<file path="config.mk">
export PLATFORM = sky130hd
export DESIGN_NAME = char_display_instruction_decoder
export DESIGN_NICKNAME = d
export VERILOG_FILES = /design/src/char_disp_pkg.sv /design/src/ram_port_if.sv /design/src/char_display_instruction_decoder.sv /design/src/char_ram.sv
export SDC_FILE = /design/constraint.sdc
export NUM_CORES = 2
export LEC_CHECK = 0
export BUFFER_PORTS_ARGS = -buffer_cell sky130_fd_sc_hd__buf_2
export CAP_MARGIN = 20
export CELL_PAD_IN_SITES_DETAIL_PLACEMENT = 0
export CELL_PAD_IN_SITES_GLOBAL_PLACEMENT = 1
export CORE_MARGIN = 8
export CORE_UTILIZATION = 35
export DETAILED_ROUTE_END_ITERATION = 6
export GPL_TIMING_DRIVEN = 0
export PLACE_DENSITY = 0.58
export RECOVER_POWER = 25
export SLEW_MARGIN = 5
export SYNTH_ARGS = -nofsm -noshare
export SYNTH_HDL_FRONTEND = slang
export SYNTH_SLANG_ARGS = --single-unit
</file>
<file path="constraint.sdc">
create_clock -name clk_i -period 6.38 [get_ports clk_i]
set_input_delay 1.595 -clock clk_i [delete_from_list [all_inputs] [get_ports clk_i]]
set_output_delay 1.595 -clock clk_i [all_outputs]
set_load 0.01 [all_outputs]
</file>
<file path="src/char_disp_pkg.sv">
// Purpose: Shared constants, types and decode for the character display instruction decoder.
// Assumes: 125 MHz system clock; internal oscillator nominally 250 kHz, made by division.
// Notes: Register offsets are Wishbone byte addresses of 32-bit words.
package char_disp_pkg;

	// ==========================================================
	// Register map
	localparam logic [3:0] ADR_INSTR = 4'h0;
	localparam logic [3:0] ADR_DATA = 4'h4;
	localparam logic [3:0] ADR_STATUS = 4'h8;
	localparam int STAT_REJECT_BIT = 16;

	// ==========================================================
	// Instruction field positions
	localparam int ENTRY_INC_BIT = 1;
	localparam int ENTRY_SHIFT_BIT = 0;
	localparam int DISP_ON_BIT = 2;
	localparam int CURSOR_BIT = 1;
	localparam int BLINK_BIT = 0;
	localparam int SC_BIT = 3;
	localparam int RL_BIT = 2;
	localparam int GC_BIT = 3;
	localparam int PWR_BIT = 2;
	localparam int WIDTH_BIT = 4;
	localparam int LINES_BIT = 3;
	localparam int FONT_BIT = 2;

	// ==========================================================
	// Sizes and reset values
	localparam int ADDR_W = 7;
	localparam int DISP_DEPTH = 128;
	localparam int GLYPH_DEPTH = 64;
	localparam logic [7:0] BLANK_CODE = 8'h20;
	localparam logic [1:0] FT_RST = 2'h0;
	localparam logic [1:0] FT_NONE = 2'h3;
	localparam logic BW_RST = 1'b1;
	localparam logic INC_RST = 1'b1;

	// ==========================================================
	// Timing
	localparam int CLK_HZ = 125_000_000;
	localparam int OSC_HZ = 250_000;
	localparam int CLEAR_TIME_US = 6200;
	localparam int OSC_DIV_CYC = CLK_HZ / OSC_HZ;
	// Longest time rounds down to whole oscillator ticks
	localparam int CLEAR_OSC_TICKS = CLEAR_TIME_US * (OSC_HZ / 1000) / 1000;
	localparam int OTHER_OSC_TICKS = 1;

	// ==========================================================
	// Types
	typedef enum logic [3:0] {
		CMD_NONE = 4'h0,
		CMD_CLEAR = 4'h1,
		CMD_HOME = 4'h2,
		CMD_ENTRY = 4'h3,
		CMD_DISPLAY = 4'h4,
		CMD_SHIFT = 4'h5,
		CMD_MODE_PWR = 4'h6,
		CMD_FUNC = 4'h7,
		CMD_GLYPH_ADDR = 4'h8,
		CMD_DISP_ADDR = 4'h9
	} cmd_e;

	typedef enum logic [1:0] {
		ST_IDLE = 2'b00,
		ST_FILL = 2'b01,
		ST_BUSY = 2'b10
	} state_e;

	typedef struct packed {
		logic top_zero;
		logic [6:0] shift;
		logic [6:0] mid_zero;
		logic rejected;
		logic [1:0] font_table;
		logic font;
		logic lines;
		logic bus_width_select;
		logic dcdc_on;
		logic graphic;
		logic blink;
		logic cursor;
		logic display_on;
		logic shift_en;
		logic inc;
		logic glyph_sel;
		logic [2:0] low_zero;
	} status_s;

	// Highest set bit picks the instruction class
	function automatic cmd_e decode_cmd(input logic [7:0] b);
		cmd_e c;
		c = CMD_NONE;
		if (b[7]) begin
			c = CMD_DISP_ADDR;
		end else if (b[6]) begin
			c = CMD_GLYPH_ADDR;
		end else if (b[5]) begin
			c = CMD_FUNC;
		end else if (b[4]) begin
			if (b[1:0] == 2'h0) c = CMD_SHIFT;
			else if (b[1:0] == 2'h3) c = CMD_MODE_PWR;
		end else if (b[3]) begin
			c = CMD_DISPLAY;
		end else if (b[2]) begin
			c = CMD_ENTRY;
		end else if (b[1]) begin
			c = CMD_HOME;
		end else if (b[0]) begin
			c = CMD_CLEAR;
		end
		return c;
	endfunction

endpackage

</file>
<file path="src/ram_port_if.sv">
`timescale 1ns/1ps
// Purpose: Port between the decoder and its character RAM store.
// Assumes: Write is synchronous, read is combinational.
// Notes: glyph selects the glyph RAM, else display RAM.
interface ram_port_if;
	logic we;
	logic glyph;
	logic [char_disp_pkg::ADDR_W-1:0] addr;
	logic [7:0] wdata;
	logic [7:0] rdata;
	modport ctrl (output we, output glyph, output addr, output wdata, input rdata);
	modport store (input we, input glyph, input addr, input wdata, output rdata);
endinterface
</file>
<file path="src/char_display_instruction_decoder.sv">
// The placing of the registers and register access over Wishbone are this design's own decisions.
`timescale 1ns/1ps
// Purpose: Instruction decoder of a character display controller, Wishbone slave.
// Assumes: Wishbone classic master on clk_i; one access outstanding.
// Notes: Word 0 is the instruction register, word 1 the data register, word 2 status.
module char_display_instruction_decoder #(
	parameter int unsigned OSC_DIV = char_disp_pkg::OSC_DIV_CYC,
	parameter int unsigned CLEAR_TICKS = char_disp_pkg::CLEAR_OSC_TICKS,
	parameter int unsigned OTHER_TICKS = char_disp_pkg::OTHER_OSC_TICKS
) (
	input wire logic clk_i,
	input wire logic rst_i,
	input wire logic cyc_i,
	input wire logic stb_i,
	input wire logic we_i,
	input wire logic [3:0] adr_i,
	input wire logic [3:0] sel_i,
	input wire logic [31:0] dat_i,
	output logic [31:0] dat_o,
	output logic ack_o,
	output logic busy_flag_o,
	output logic display_on_o,
	output logic graphic_mode_o,
	output logic dcdc_on_o
);
	localparam int DIV_W = $clog2(OSC_DIV + 1);
	localparam int TICK_W = $clog2(CLEAR_TICKS + OTHER_TICKS + 1);
	localparam int AW = char_disp_pkg::ADDR_W;

	// ==========================================================
	// Declarations
	logic ack_q;
	logic [31:0] dat_q;
	logic nib_q;
	logic [3:0] nib_hi_q;
	logic [7:0] instruction_register_q;
	logic [7:0] data_holding_register_q;
	logic pend_q;
	logic pend_data_q;
	logic pend_rd_q;
	logic rejected_q;
	char_disp_pkg::state_e state_q;
	logic [DIV_W-1:0] osc_cnt_q;
	logic [TICK_W-1:0] tick_cnt_q;
	logic [AW-1:0] fill_cnt_q;
	logic step_q;
	logic [AW-1:0] address_counter_q;
	logic glyph_sel_q;
	logic [6:0] shift_q;
	logic inc_q;
	logic shift_en_q;
	logic disp_on_q;
	logic cursor_q;
	logic blink_q;
	logic gc_q;
	logic pwr_q;
	logic bus_width_select_q;
	logic lines_q;
	logic font_q;
	logic [1:0] font_table_q;

	logic req;
	logic acc;
	logic is_instr;
	logic is_data;
	logic is_status;
	logic byte_acc;
	logic byte_done;
	logic busy_flag;
	logic exec;
	logic tick;
	logic busy_done;
	logic filling;
	logic fill_last;
	logic [7:0] byte_in;
	logic [7:0] rd_byte;
	logic [7:0] rd_lane;
	char_disp_pkg::cmd_e cmd;
	char_disp_pkg::status_s status;

	ram_port_if ram_if ();

	char_ram u_ram (
		.clk_i(clk_i),
		.port(ram_if)
	);

	// Glyph addresses wrap within six bits, display addresses within seven
	function automatic logic [AW-1:0] next_addr(input logic [AW-1:0] a, input logic up,
			input logic glyph);
		logic [AW-1:0] n;
		n = up ? a + 1'b1 : a - 1'b1;
		if (glyph) n[AW-1] = 1'b0;
		return n;
	endfunction

	// ==========================================================
	// Decode of the bus access
	assign req = cyc_i & stb_i & ~ack_q;
	assign acc = cyc_i & stb_i & ack_q;
	assign is_instr = adr_i[3:2] == char_disp_pkg::ADR_INSTR[3:2];
	assign is_data = adr_i[3:2] == char_disp_pkg::ADR_DATA[3:2];
	assign is_status = adr_i[3:2] == char_disp_pkg::ADR_STATUS[3:2];
	assign byte_acc = acc & (is_instr | is_data) & (~we_i | sel_i[0]);
	assign byte_done = byte_acc & (bus_width_select_q | nib_q);
	assign byte_in = bus_width_select_q ? dat_i[7:0] : {nib_hi_q, dat_i[7:4]};
	assign busy_flag = (state_q != char_disp_pkg::ST_IDLE) | pend_q;
	assign exec = pend_q;
	assign cmd = pend_data_q ? char_disp_pkg::CMD_NONE
		: char_disp_pkg::decode_cmd(instruction_register_q);
	assign tick = osc_cnt_q == DIV_W'(OSC_DIV - 1);
	assign filling = state_q == char_disp_pkg::ST_FILL;
	assign fill_last = filling && fill_cnt_q == AW'(char_disp_pkg::DISP_DEPTH - 1);
	assign busy_done = state_q == char_disp_pkg::ST_BUSY && tick && tick_cnt_q <= TICK_W'(1);
	assign rd_byte = is_instr ? {busy_flag, address_counter_q} : ram_if.rdata;
	assign rd_lane = bus_width_select_q ? rd_byte
		: (nib_q ? {rd_byte[3:0], 4'h0} : {rd_byte[7:4], 4'h0});

	always_comb begin
		status = '0;
		status.shift = shift_q;
		status.rejected = rejected_q;
		status.font_table = font_table_q;
		status.font = font_q;
		status.lines = lines_q;
		status.bus_width_select = bus_width_select_q;
		status.dcdc_on = pwr_q;
		status.graphic = gc_q;
		status.blink = blink_q;
		status.cursor = cursor_q;
		status.display_on = disp_on_q;
		status.shift_en = shift_en_q;
		status.inc = inc_q;
		status.glyph_sel = glyph_sel_q;
	end

	// ==========================================================
	// Wishbone answer: ack one cycle after the strobe, data registered
	always_ff @(posedge clk_i) begin
		if (rst_i) begin
			ack_q <= 1'b0;
			dat_q <= '0;
		end else begin
			ack_q <= req;
			if (req && !we_i) begin
				if (is_status) dat_q <= status;
				else if (is_instr || is_data) dat_q <= {24'h0, rd_lane};
				else dat_q <= '0;
			end
		end
	end

	// ==========================================================
	// Host latch: bytes are held before any internal operation starts
	always_ff @(posedge clk_i) begin
		if (rst_i) begin
			nib_q <= 1'b0;
			nib_hi_q <= 4'h0;
			instruction_register_q <= 8'h00;
			data_holding_register_q <= 8'h00;
			pend_q <= 1'b0;
			pend_data_q <= 1'b0;
			pend_rd_q <= 1'b0;
			rejected_q <= 1'b0;
		end else begin
			if (byte_acc && !bus_width_select_q) nib_q <= ~nib_q;
			if (byte_acc && we_i && !bus_width_select_q && !nib_q) nib_hi_q <= dat_i[7:4];
			pend_q <= 1'b0;
			if (byte_done && !busy_flag && (we_i || is_data)) begin
				pend_q <= 1'b1;
				pend_data_q <= is_data;
				pend_rd_q <= ~we_i;
				if (we_i && is_instr) instruction_register_q <= byte_in;
				if (we_i && is_data) data_holding_register_q <= byte_in;
			end
			// A refused access is noted; a new refusal wins over the clear
			if (byte_done && busy_flag && (we_i || is_data)) begin
				rejected_q <= 1'b1;
			end else if (acc && we_i && is_status && sel_i[2] && dat_i[char_disp_pkg::STAT_REJECT_BIT]) begin
				rejected_q <= 1'b0;
			end
		end
	end

	// ==========================================================
	// Busy timing from the divided oscillator
	always_ff @(posedge clk_i) begin
		if (rst_i) begin
			state_q <= char_disp_pkg::ST_IDLE;
			osc_cnt_q <= '0;
			tick_cnt_q <= '0;
			fill_cnt_q <= '0;
			step_q <= 1'b0;
		end else begin
			osc_cnt_q <= tick ? '0 : osc_cnt_q + 1'b1;
			if (tick && tick_cnt_q != '0) tick_cnt_q <= tick_cnt_q - 1'b1;
			case (state_q)
				char_disp_pkg::ST_IDLE: begin
					if (exec) begin
						if (cmd == char_disp_pkg::CMD_CLEAR) begin
							state_q <= char_disp_pkg::ST_FILL;
							tick_cnt_q <= TICK_W'(CLEAR_TICKS);
						end else begin
							state_q <= char_disp_pkg::ST_BUSY;
							tick_cnt_q <= TICK_W'(OTHER_TICKS);
						end
						fill_cnt_q <= '0;
						step_q <= pend_data_q;
					end
				end
				char_disp_pkg::ST_FILL: begin
					fill_cnt_q <= fill_cnt_q + 1'b1;
					if (fill_last) state_q <= char_disp_pkg::ST_BUSY;
				end
				char_disp_pkg::ST_BUSY: begin
					if (busy_done) begin
						state_q <= char_disp_pkg::ST_IDLE;
						step_q <= 1'b0;
					end
				end
				default: state_q <= char_disp_pkg::ST_IDLE;
			endcase
		end
	end

	// ==========================================================
	// Shared address counter, also the cursor position
	always_ff @(posedge clk_i) begin
		if (rst_i) begin
			address_counter_q <= '0;
			glyph_sel_q <= 1'b0;
		end else if (exec) begin
			case (cmd)
				char_disp_pkg::CMD_CLEAR, char_disp_pkg::CMD_HOME: begin
					address_counter_q <= '0;
					glyph_sel_q <= 1'b0;
				end
				char_disp_pkg::CMD_SHIFT: begin
					if (!instruction_register_q[char_disp_pkg::SC_BIT]) begin
						address_counter_q <= next_addr(address_counter_q,
							instruction_register_q[char_disp_pkg::RL_BIT], glyph_sel_q);
					end
				end
				char_disp_pkg::CMD_GLYPH_ADDR: begin
					address_counter_q <= {1'b0, instruction_register_q[5:0]};
					glyph_sel_q <= 1'b1;
				end
				char_disp_pkg::CMD_DISP_ADDR: begin
					address_counter_q <= instruction_register_q[6:0];
					glyph_sel_q <= 1'b0;
				end
				default: begin
				end
			endcase
		end else if (busy_done && step_q) begin
			// The step becomes visible only as busy drops
			address_counter_q <= next_addr(address_counter_q, inc_q, glyph_sel_q);
		end
	end

	// ==========================================================
	// Mode and display settings
	always_ff @(posedge clk_i) begin
		if (rst_i) begin
			shift_q <= '0;
			inc_q <= char_disp_pkg::INC_RST;
			shift_en_q <= 1'b0;
			disp_on_q <= 1'b0;
			cursor_q <= 1'b0;
			blink_q <= 1'b0;
			gc_q <= 1'b0;
			pwr_q <= 1'b0;
			bus_width_select_q <= char_disp_pkg::BW_RST;
			lines_q <= 1'b0;
			font_q <= 1'b0;
			font_table_q <= char_disp_pkg::FT_RST;
		end else if (exec) begin
			if (pend_data_q && shift_en_q) begin
				// Increment direction moves the picture left
				shift_q <= inc_q ? shift_q + 1'b1 : shift_q - 1'b1;
			end
			case (cmd)
				char_disp_pkg::CMD_CLEAR: begin
					shift_q <= '0;
					inc_q <= 1'b1;
				end
				char_disp_pkg::CMD_HOME: shift_q <= '0;
				char_disp_pkg::CMD_ENTRY: begin
					inc_q <= instruction_register_q[char_disp_pkg::ENTRY_INC_BIT];
					shift_en_q <= instruction_register_q[char_disp_pkg::ENTRY_SHIFT_BIT];
				end
				char_disp_pkg::CMD_DISPLAY: begin
					disp_on_q <= instruction_register_q[char_disp_pkg::DISP_ON_BIT];
					cursor_q <= instruction_register_q[char_disp_pkg::CURSOR_BIT];
					blink_q <= instruction_register_q[char_disp_pkg::BLINK_BIT];
				end
				char_disp_pkg::CMD_SHIFT: begin
					if (instruction_register_q[char_disp_pkg::SC_BIT]) begin
						shift_q <= instruction_register_q[char_disp_pkg::RL_BIT]
							? shift_q - 1'b1 : shift_q + 1'b1;
					end
				end
				char_disp_pkg::CMD_MODE_PWR: begin
					gc_q <= instruction_register_q[char_disp_pkg::GC_BIT];
					pwr_q <= instruction_register_q[char_disp_pkg::PWR_BIT];
				end
				char_disp_pkg::CMD_FUNC: begin
					bus_width_select_q <= instruction_register_q[char_disp_pkg::WIDTH_BIT];
					lines_q <= instruction_register_q[char_disp_pkg::LINES_BIT];
					font_q <= instruction_register_q[char_disp_pkg::FONT_BIT];
					if (instruction_register_q[1:0] != char_disp_pkg::FT_NONE) begin
						font_table_q <= instruction_register_q[1:0];
					end
				end
				default: begin
				end
			endcase
		end
	end

	// ==========================================================
	// RAM port: clear fill has the port, else the address counter
	always_comb begin
		ram_if.we = filling | (exec & pend_data_q & ~pend_rd_q);
		ram_if.glyph = filling ? 1'b0 : glyph_sel_q;
		ram_if.addr = filling ? fill_cnt_q : address_counter_q;
		ram_if.wdata = filling ? char_disp_pkg::BLANK_CODE : data_holding_register_q;
	end

	assign dat_o = dat_q;
	assign ack_o = ack_q;
	assign busy_flag_o = busy_flag;
	assign display_on_o = disp_on_q;
	assign graphic_mode_o = gc_q;
	assign dcdc_on_o = pwr_q;

	// ==========================================================
	// Assertions
	logic [31:0] busy_len_q;

	always_ff @(posedge clk_i) begin
		if (rst_i || !busy_flag) busy_len_q <= '0;
		else busy_len_q <= busy_len_q + 1'b1;
	end
endmodule

</file>
<file path="src/char_ram.sv">
`timescale 1ns/1ps
// Purpose: Display RAM and glyph RAM storage.
// Assumes: One access per cycle, chosen by the decoder.
// Notes: Contents are not reset; a clear instruction blanks display RAM.
module char_ram #(
	parameter int DISP_DEPTH = char_disp_pkg::DISP_DEPTH,
	parameter int GLYPH_DEPTH = char_disp_pkg::GLYPH_DEPTH
) (
	input wire logic clk_i,
	ram_port_if.store port
);
	localparam int DW = $clog2(DISP_DEPTH);
	localparam int GW = $clog2(GLYPH_DEPTH);

	logic [7:0] disp_mem [DISP_DEPTH];
	logic [7:0] glyph_mem [GLYPH_DEPTH];

	always_ff @(posedge clk_i) begin
		if (port.we) begin
			if (port.glyph) glyph_mem[port.addr[GW-1:0]] <= port.wdata;
			else disp_mem[port.addr[DW-1:0]] <= port.wdata;
		end
	end

	assign port.rdata = port.glyph ? glyph_mem[port.addr[GW-1:0]] : disp_mem[port.addr[DW-1:0]];
endmodule

</file>
==> Word-level counts from Yosys, hierarchy flattened <==
Memory sizes are Yosys's and may differ from the RTL's.
Index checks and enable logic that the tools add are counted.
Widths: inputs -> output; s select.
{ "word_totals": {"regBits": 115, "mem_bits_rw": 1536, "elab_cells": 191, "n_memories": 2} }
{ "classes": {"magnitude_cmp": 1, "addsub": 7, "eq_ne": 22, "muxes": 59, "n_bitwise": 17, "reduce_logical": 54} }
{ "memory_table": {"columns": ["memory", "words", "width", "read_ports", "rd_clocked_by_memory_dff", "write_ports", "line", "text"], "rows": [
  ["u_ram.disp_mem", 128, 8, 1, 0, 1, "char_ram.sv:15", "logic [7:0] disp_mem [DISP_DEPTH];"],
  ["u_ram.glyph_mem", 64, 8, 1, 0, 1, "char_ram.sv:16", "logic [7:0] glyph_mem [GLYPH_DEPTH];"]
]} }
{ "op_table": {"columns": ["cell", "n"], "rows": [
  ["$mux 7", 11],
  ["$mux 8", 7],
  ["$mux 11", 4],
  ["$mux 31", 1],
  ["$pmux 7 s2", 2],
  ["$pmux 7 s4", 1],
  ["$add 7x1->7 const B", 3],
  ["$logic_and 1x1->1", 21],
  ["$mux 4", 5],
  ["$reduce_and 2->1", 9],
  ["$eq 4x3->1 const B", 4],
  ["$mux 1", 15],
  ["$reduce_bool 2->1", 7],
  ["$sub 7x1->7 const B", 2],
  ["$mux 2", 6],
  ["$reduce_and 3->1", 4],
  ["$le 11x1->1 const B", 1],
  ["$reduce_bool 11->1", 1],
  ["$sub 11x1->11 const B", 1],
  ["$add 9x1->9 const B", 1],
  ["$eq 9x9->1 const B", 1],
  ["$mux 3", 3],
  ["$and 1x1->1", 8],
  ["$eq 4x2->1 const B", 2],
  ["other kinds (18)", 40]
]} }

==> Longest topological paths before layout <==
{ "logic_depth": {"ltp_word": 13, "mapped_depth": 17, "mapped_depth_nobuf": 12} }

==> By module <==
A second synthesis with hierarchy kept.
{ "unflattened": {"hier_cells": 4234, "area_unflattened_um2": 65870.7} }
{ "by_module_without_submodules": {"columns": ["mod", "area_per_inst_um2", "n_inst", "cells_each", "seq_area_each_um2"], "rows": [
  ["char_ram", 59771.1, 1, 3478, 46124.2],
  ["char_display_instruction_decoder", 6099.6, 1, 756, 2142.1]
]} }

==> Worst setup path after synthesis <==
No wires, ideal clock.
{ "synth_timing": {"path_type": "register to register", "start": "register state_q[0]", "end": "memory u_ram.disp_mem[0][0] (data pin)", "stages_incl_launch_ff": 10, "n_path_buf": 7, "t_required_ps": 5678, "setup_slack_ps": 1682, "arrival_time_ps": 3996, "path_cell_list": "dfxtp_1 buf_6 nand2b_2 buf_6 buf_6 buf_4 buf_2 buf_2 clkbuf_1 and2_1"} }
{ "synth_between": {"elab_chain_len": 2} }
{ "synth_rtl": {"columns": ["item", "line", "text"], "rows": [
  ["from (decl)", "char_display_instruction_decoder.sv:42", "char_disp_pkg::state_e state_q;"],
  ["from (signal assigned)", "char_display_instruction_decoder.sv:189", "state_q <= char_disp_pkg::ST_IDLE;"],
  ["from (signal assigned)", "char_display_instruction_decoder.sv:201", "state_q <= char_disp_pkg::ST_FILL;"],
  ["from (signal assigned)", "char_display_instruction_decoder.sv:204", "state_q <= char_disp_pkg::ST_BUSY;"],
  ["$eq 2x1->1", "char_display_instruction_decoder.sv:112", "assign filling = state_q == char_disp_pkg::ST_FILL;"],
  ["$mux 8", "char_display_instruction_decoder.sv:327", "ram_if.wdata = filling ? char_disp_pkg::BLANK_CODE : data_holding_register_q;"],
  ["named net ram_if.wdata[0]", "ram_port_if.sv:9", "logic [7:0] wdata;"],
  ["to (decl)", "char_ram.sv:15", null]
]} }
The timed path passes the listed nets, and every way through them passes these cells.

==> Worst setup path in the final report <==
{ "layout_timing": {"start": "register fill_cnt_q[1]", "end": "register dat_q[4], in the netlist dat_o[4]"} }
{ "layout_between": {"elab_chain_len": 8} }
{ "layout_rtl": {"columns": ["item", "line", "text"], "rows": [
  ["from (decl)", "char_display_instruction_decoder.sv:45", "logic [AW-1:0] fill_cnt_q;"],
  ["from (signal assigned)", "char_display_instruction_decoder.sv:212", "fill_cnt_q <= fill_cnt_q + 1'b1;"],
  ["$mux 7 (*)", "char_display_instruction_decoder.sv:326", "ram_if.addr = filling ? fill_cnt_q : address_counter_q;"],
  ["$mem_v2 128x8 or $mem_v2 64x8 (tied branches)", null, null],
  ["$mux 8 (*)", "char_ram.sv:25", "assign port.rdata = port.glyph ? glyph_mem[port.addr[GW-1:0]] : disp_mem[port.addr[DW-1:0]];"],
  ["$mux 8 (*)", "char_display_instruction_decoder.sv:115", "assign rd_byte = is_instr ? {busy_flag, address_counter_q} : ram_if.rdata;"],
  ["$mux 8", "char_display_instruction_decoder.sv:117", ": (nib_q ? {rd_byte[3:0], 4'h0} : {rd_byte[7:4], 4'h0});"],
  ["$mux 8 (*)", "char_display_instruction_decoder.sv:116", "assign rd_lane = bus_width_select_q ? rd_byte"],
  ["$mux 8 (*)", "char_display_instruction_decoder.sv:147", "else if (is_instr || is_data) dat_q <= {24'h0, rd_lane};"],
  ["$mux 31 (*)", "char_display_instruction_decoder.sv:146", "if (is_status) dat_q <= status;"],
  ["to (signal assigned)", "char_display_instruction_decoder.sv:146", null],
  ["to (signal assigned)", "char_display_instruction_decoder.sv:147", null],
  ["to (decl)", "char_display_instruction_decoder.sv:33", "logic [31:0] dat_q;"]
]} }
Mark *: on every way between the ends. The rest lies on a longest branch, timed or not.
A chain may end at the register's enable or synchronous reset.

==> out/metrics.csv <==
stage,metric,value,unit
critical_path,cp_cell_sequence,"buf_2, nand2_1, mux2i_4, nand2_1, buf_16, buf_2, clkbuf_2, o22ai_1, o31ai_1, nor4b_1, buf_2, a211oi_1, o31ai_2, buf_4, a32o_1",
detailed_routing,antenna_left,0,
finish,mostFrequentLayoutCells,"1536 x edfxtp_1, 502 x nand2_1, 378 x nor2_1",
finish,area_growth,16.4,%
synthesis,netlist_area,65100,um^2
sta,slew-limit-headroom,-1.25,
job,cap_viol_max_count,10,
sta,post-route-min-period,6.48,ns
sta,fin_ws,-0.104,ns
cts,cts_tree,built,
synthesis,ys.flop_type,edfxtp_1,
finish,layout.nets,4958,
critical_path,crit_path_max_incr_delay,0.92,ns
floorplanning,die_h,447,um
synthesis,synth_cell_types,98,
detailed_routing,viasPerCell,6.50,
cts,clockBufferDepth,3,
finish,multi_input_area,15200,um^2
grt,grt_usage,0.311,
placement,io_buffer_count,44,
critical_path,reg2reg_from,fill_cnt_q[1],
min_path,min_path_type,reg -> reg,
finish,layout-drive-gt1-share,0.135,
synthesis,seq_area_frac_synth,0.741,
power_and_ir_drop,ir_drop,0.000278,V
detailed_routing,via_count,49089,
synthesis,yosys_warnings,0,
critical_path,crit_slowest_cell,a211oi_1,
critical_path,worstSetupPathType,reg -> reg,
min_path,whs_endpoint,dat_o[27],
floorplanning,initial_core_util,0.352,
floorplanning,core_area,185000,um^2
critical_path,reg2reg_slack,-0.10,ns
synthesis,ys_ff_latch,1643,
sta,finClkSkew,0.0397,ns
detailed_routing,dr.pass1.iters,7,
grt,antenna_found_initial,35,
floorplanning,dieArea,200000,um^2
sta,setup_viol,3,
detailed_routing,drt_iter0_drc,9769,
grt,grt_max_degree,92,
sta,tightestPinTransition,3.37,ns
min_path,hp-start,dat_o[27],
finish,register_area,48300,um^2
sta,fin_tns_setup,-0.232,ns
grt,grt_pass1_vias,43638,
sta,rsz0062_at_grt,false,
synthesis,synth_enable_flop_cells,1536,
sta,finalCritPeriodShare,1.02,
cts,cts.clk_slew.worst_paths,0.06,ns
grt,gr-total-overflow,0,
synthesis,avgSynthCellArea,14.3,um^2
power_and_ir_drop,p_per_area,289,nW/um^2
critical_path,worstPathRequired,7.08,ns
floorplanning,fp.dieW,447,um
critical_path,cp-start-kind,flip-flop,
grt,grt_pass1_wl,416,mm
placement,dpl.hpwl,217,mm
cts,numCtsBuffers,175,
cts,cts_root_buf,clkbuf_16,
min_path,min_path_cells,2,
placement,place_ws,0.175,ns
detailed_routing,route.detailed.drc,12,
finish,utilization,0.410,
sta,max_freq,0.154,GHz
cts,clk_latency,0.83,ns
placement,gp_congestion,1.03,
cts,cts.sinks,1643,
sta,drv_slew,506,
critical_path,worstReg2RegEnd,dat_o[4],
detailed_routing,wl_per_cell,42.8,um
floorplanning,rows,158,
critical_path,reg2regPathDepth,15,
sta,hold_viol,0,
critical_path,worst-path-max-fanout,10,
detailed_routing,wirelength,323,mm
finish,final_common_cell,edfxtp_1,
synthesis,synth_cells,4539,
finish,fillers,17183,
outcome,outcome,"complete, but fails checks",
outcome,violations,"design-rule violations, max-capacitance violations, max-slew violations, negative setup slack",
floorplanning,io_pins,82,
critical_path,critPathMostFrequentCell,buf_2,
critical_path,crit_arrival,7.18,ns
power_and_ir_drop,p_leak,0.0244,uW
synthesis,async_flop_share,0,
critical_path,cp-end-kind,flip-flop,
cts,cts_max_level,4,
[logic make-up (layout without fill, tap and decap cells)]
group	Yosys count	after routing	share of synthesized area
AND/OR/NAND/NOR	1199	1199	0.0794
XOR/XNOR	32	32	0.00430
flip-flops	1643	1643	0.741
other	1	40	0.0000576
multiplexers	123	123	0.0201
adder cells (fa/ha/maj)	11	11	0.00211
buffers and inverters	353	847	0.0287
AO/OA/AOI/OAI	1177	1177	0.124
[worst max-delay path, delay by kind of cell, from the launching register on]
kind / cells / cell delay (ns)
mux: 1 / 0.74
flops: 1 / 0.44
compound gates: 5 / 1.90
simple gates: 3 / 1.12
buf+inv: 6 / 2.13
[state kept, by name, summed over array words and instances (netlist names), 2 cells and up]
name                     count
state_q                      2
data_holding_register_q      8
fill_cnt_q                   7
u_ram.disp_mem            1024
font_table_q                 2
shift_q                      7
u_ram.glyph_mem            512
nib_hi_q                     4
instruction_register_q       8
dat_o                       24
osc_cnt_q                    9
address_counter_q            7
tick_cnt_q                  11
[Yosys cell counts (all sizes together), types with 34 or more instances]
cell    instances  share of area
mux2i         105          0.017
o22ai         291          0.028
a22oi          57         0.0066
a21oi         182          0.014
buf           216          0.021
o22a           50         0.0067
o21ai         139          0.011
nand2         505          0.029
nor2          388          0.022
nand3         133          0.010
nor4           34         0.0033
edfxtp       1536           0.71
inv            41         0.0024
clkbuf         94         0.0054
a31oi          91         0.0088
o221ai         93          0.013
a211oi         77         0.0093
dfxtp         107          0.033
[per-stage QoR]
step | hold WS [ns] | area (um^2) | cells | power, uW
after floorplan | 0.430 | 65100 | 4546 | 12000
after CTS | 0.450 | 75700 | 7501 | 21900
final | 0.447 | 75800 | 7552 | 21900
after global routing | 0.470 | 75700 | 7521 | 22300
after global placement | 0.435 | 68500 | 7070 | 12300
after detailed placement | 0.442 | 70400 | 7186 | 12300
[power breakdown]
part / switching, uW / internal, uW
logic: 406 / 101
clock network: 4410 / 5410
registers: 5.17 / 11600
[how the worst max path moves through the flow]
stage                  startpoint               endpoint  slack (ns)
floorplan              state_q[0]   u_ram.disp_mem[0][0]        1.68
global placement       state_q[1]  u_ram.disp_mem[40][2]       -2.54
detailed placement     state_q[1]               dat_o[6]        0.17
CTS                    state_q[1]               dat_o[6]        0.14
global route        fill_cnt_q[1]               dat_o[0]        0.06
finish              fill_cnt_q[1]               dat_o[4]       -0.10
[cell type report]
| type | count | share of cell area |
|---|---|---|
| tap | 2480 | 0.0409 |
| clock inverter | 91 | 0.00865 |
| multi-input combinational | 2550 | 0.200 |
| sequential | 1643 | 0.637 |
| antenna | 32 | 0.00106 |
| inverter | 43 | 0.00213 |
| timing repair buffer | 179 | 0.0256 |
| buffer | 310 | 0.0232 |
| clock buffer | 224 | 0.0617 |
[routing by layer]
layer,wire length (um),vias to the layer above,global-route usage
li1,-,18609,-
met1,120000,25132,0.406
met2,133000,4405,0.436
met3,47600,921,0.120
met4,23000,22,0.186
met5,145,-,0
[timing repair]
action,in CTS,in global routing
gates resized for setup,0,1
buffers inserted,0,0
endpoints found under the hold margin,0,0
hold buffers,0,0
setup endpoints to repair,0,1
Note: power is estimated with default switching activity, not from simulation.
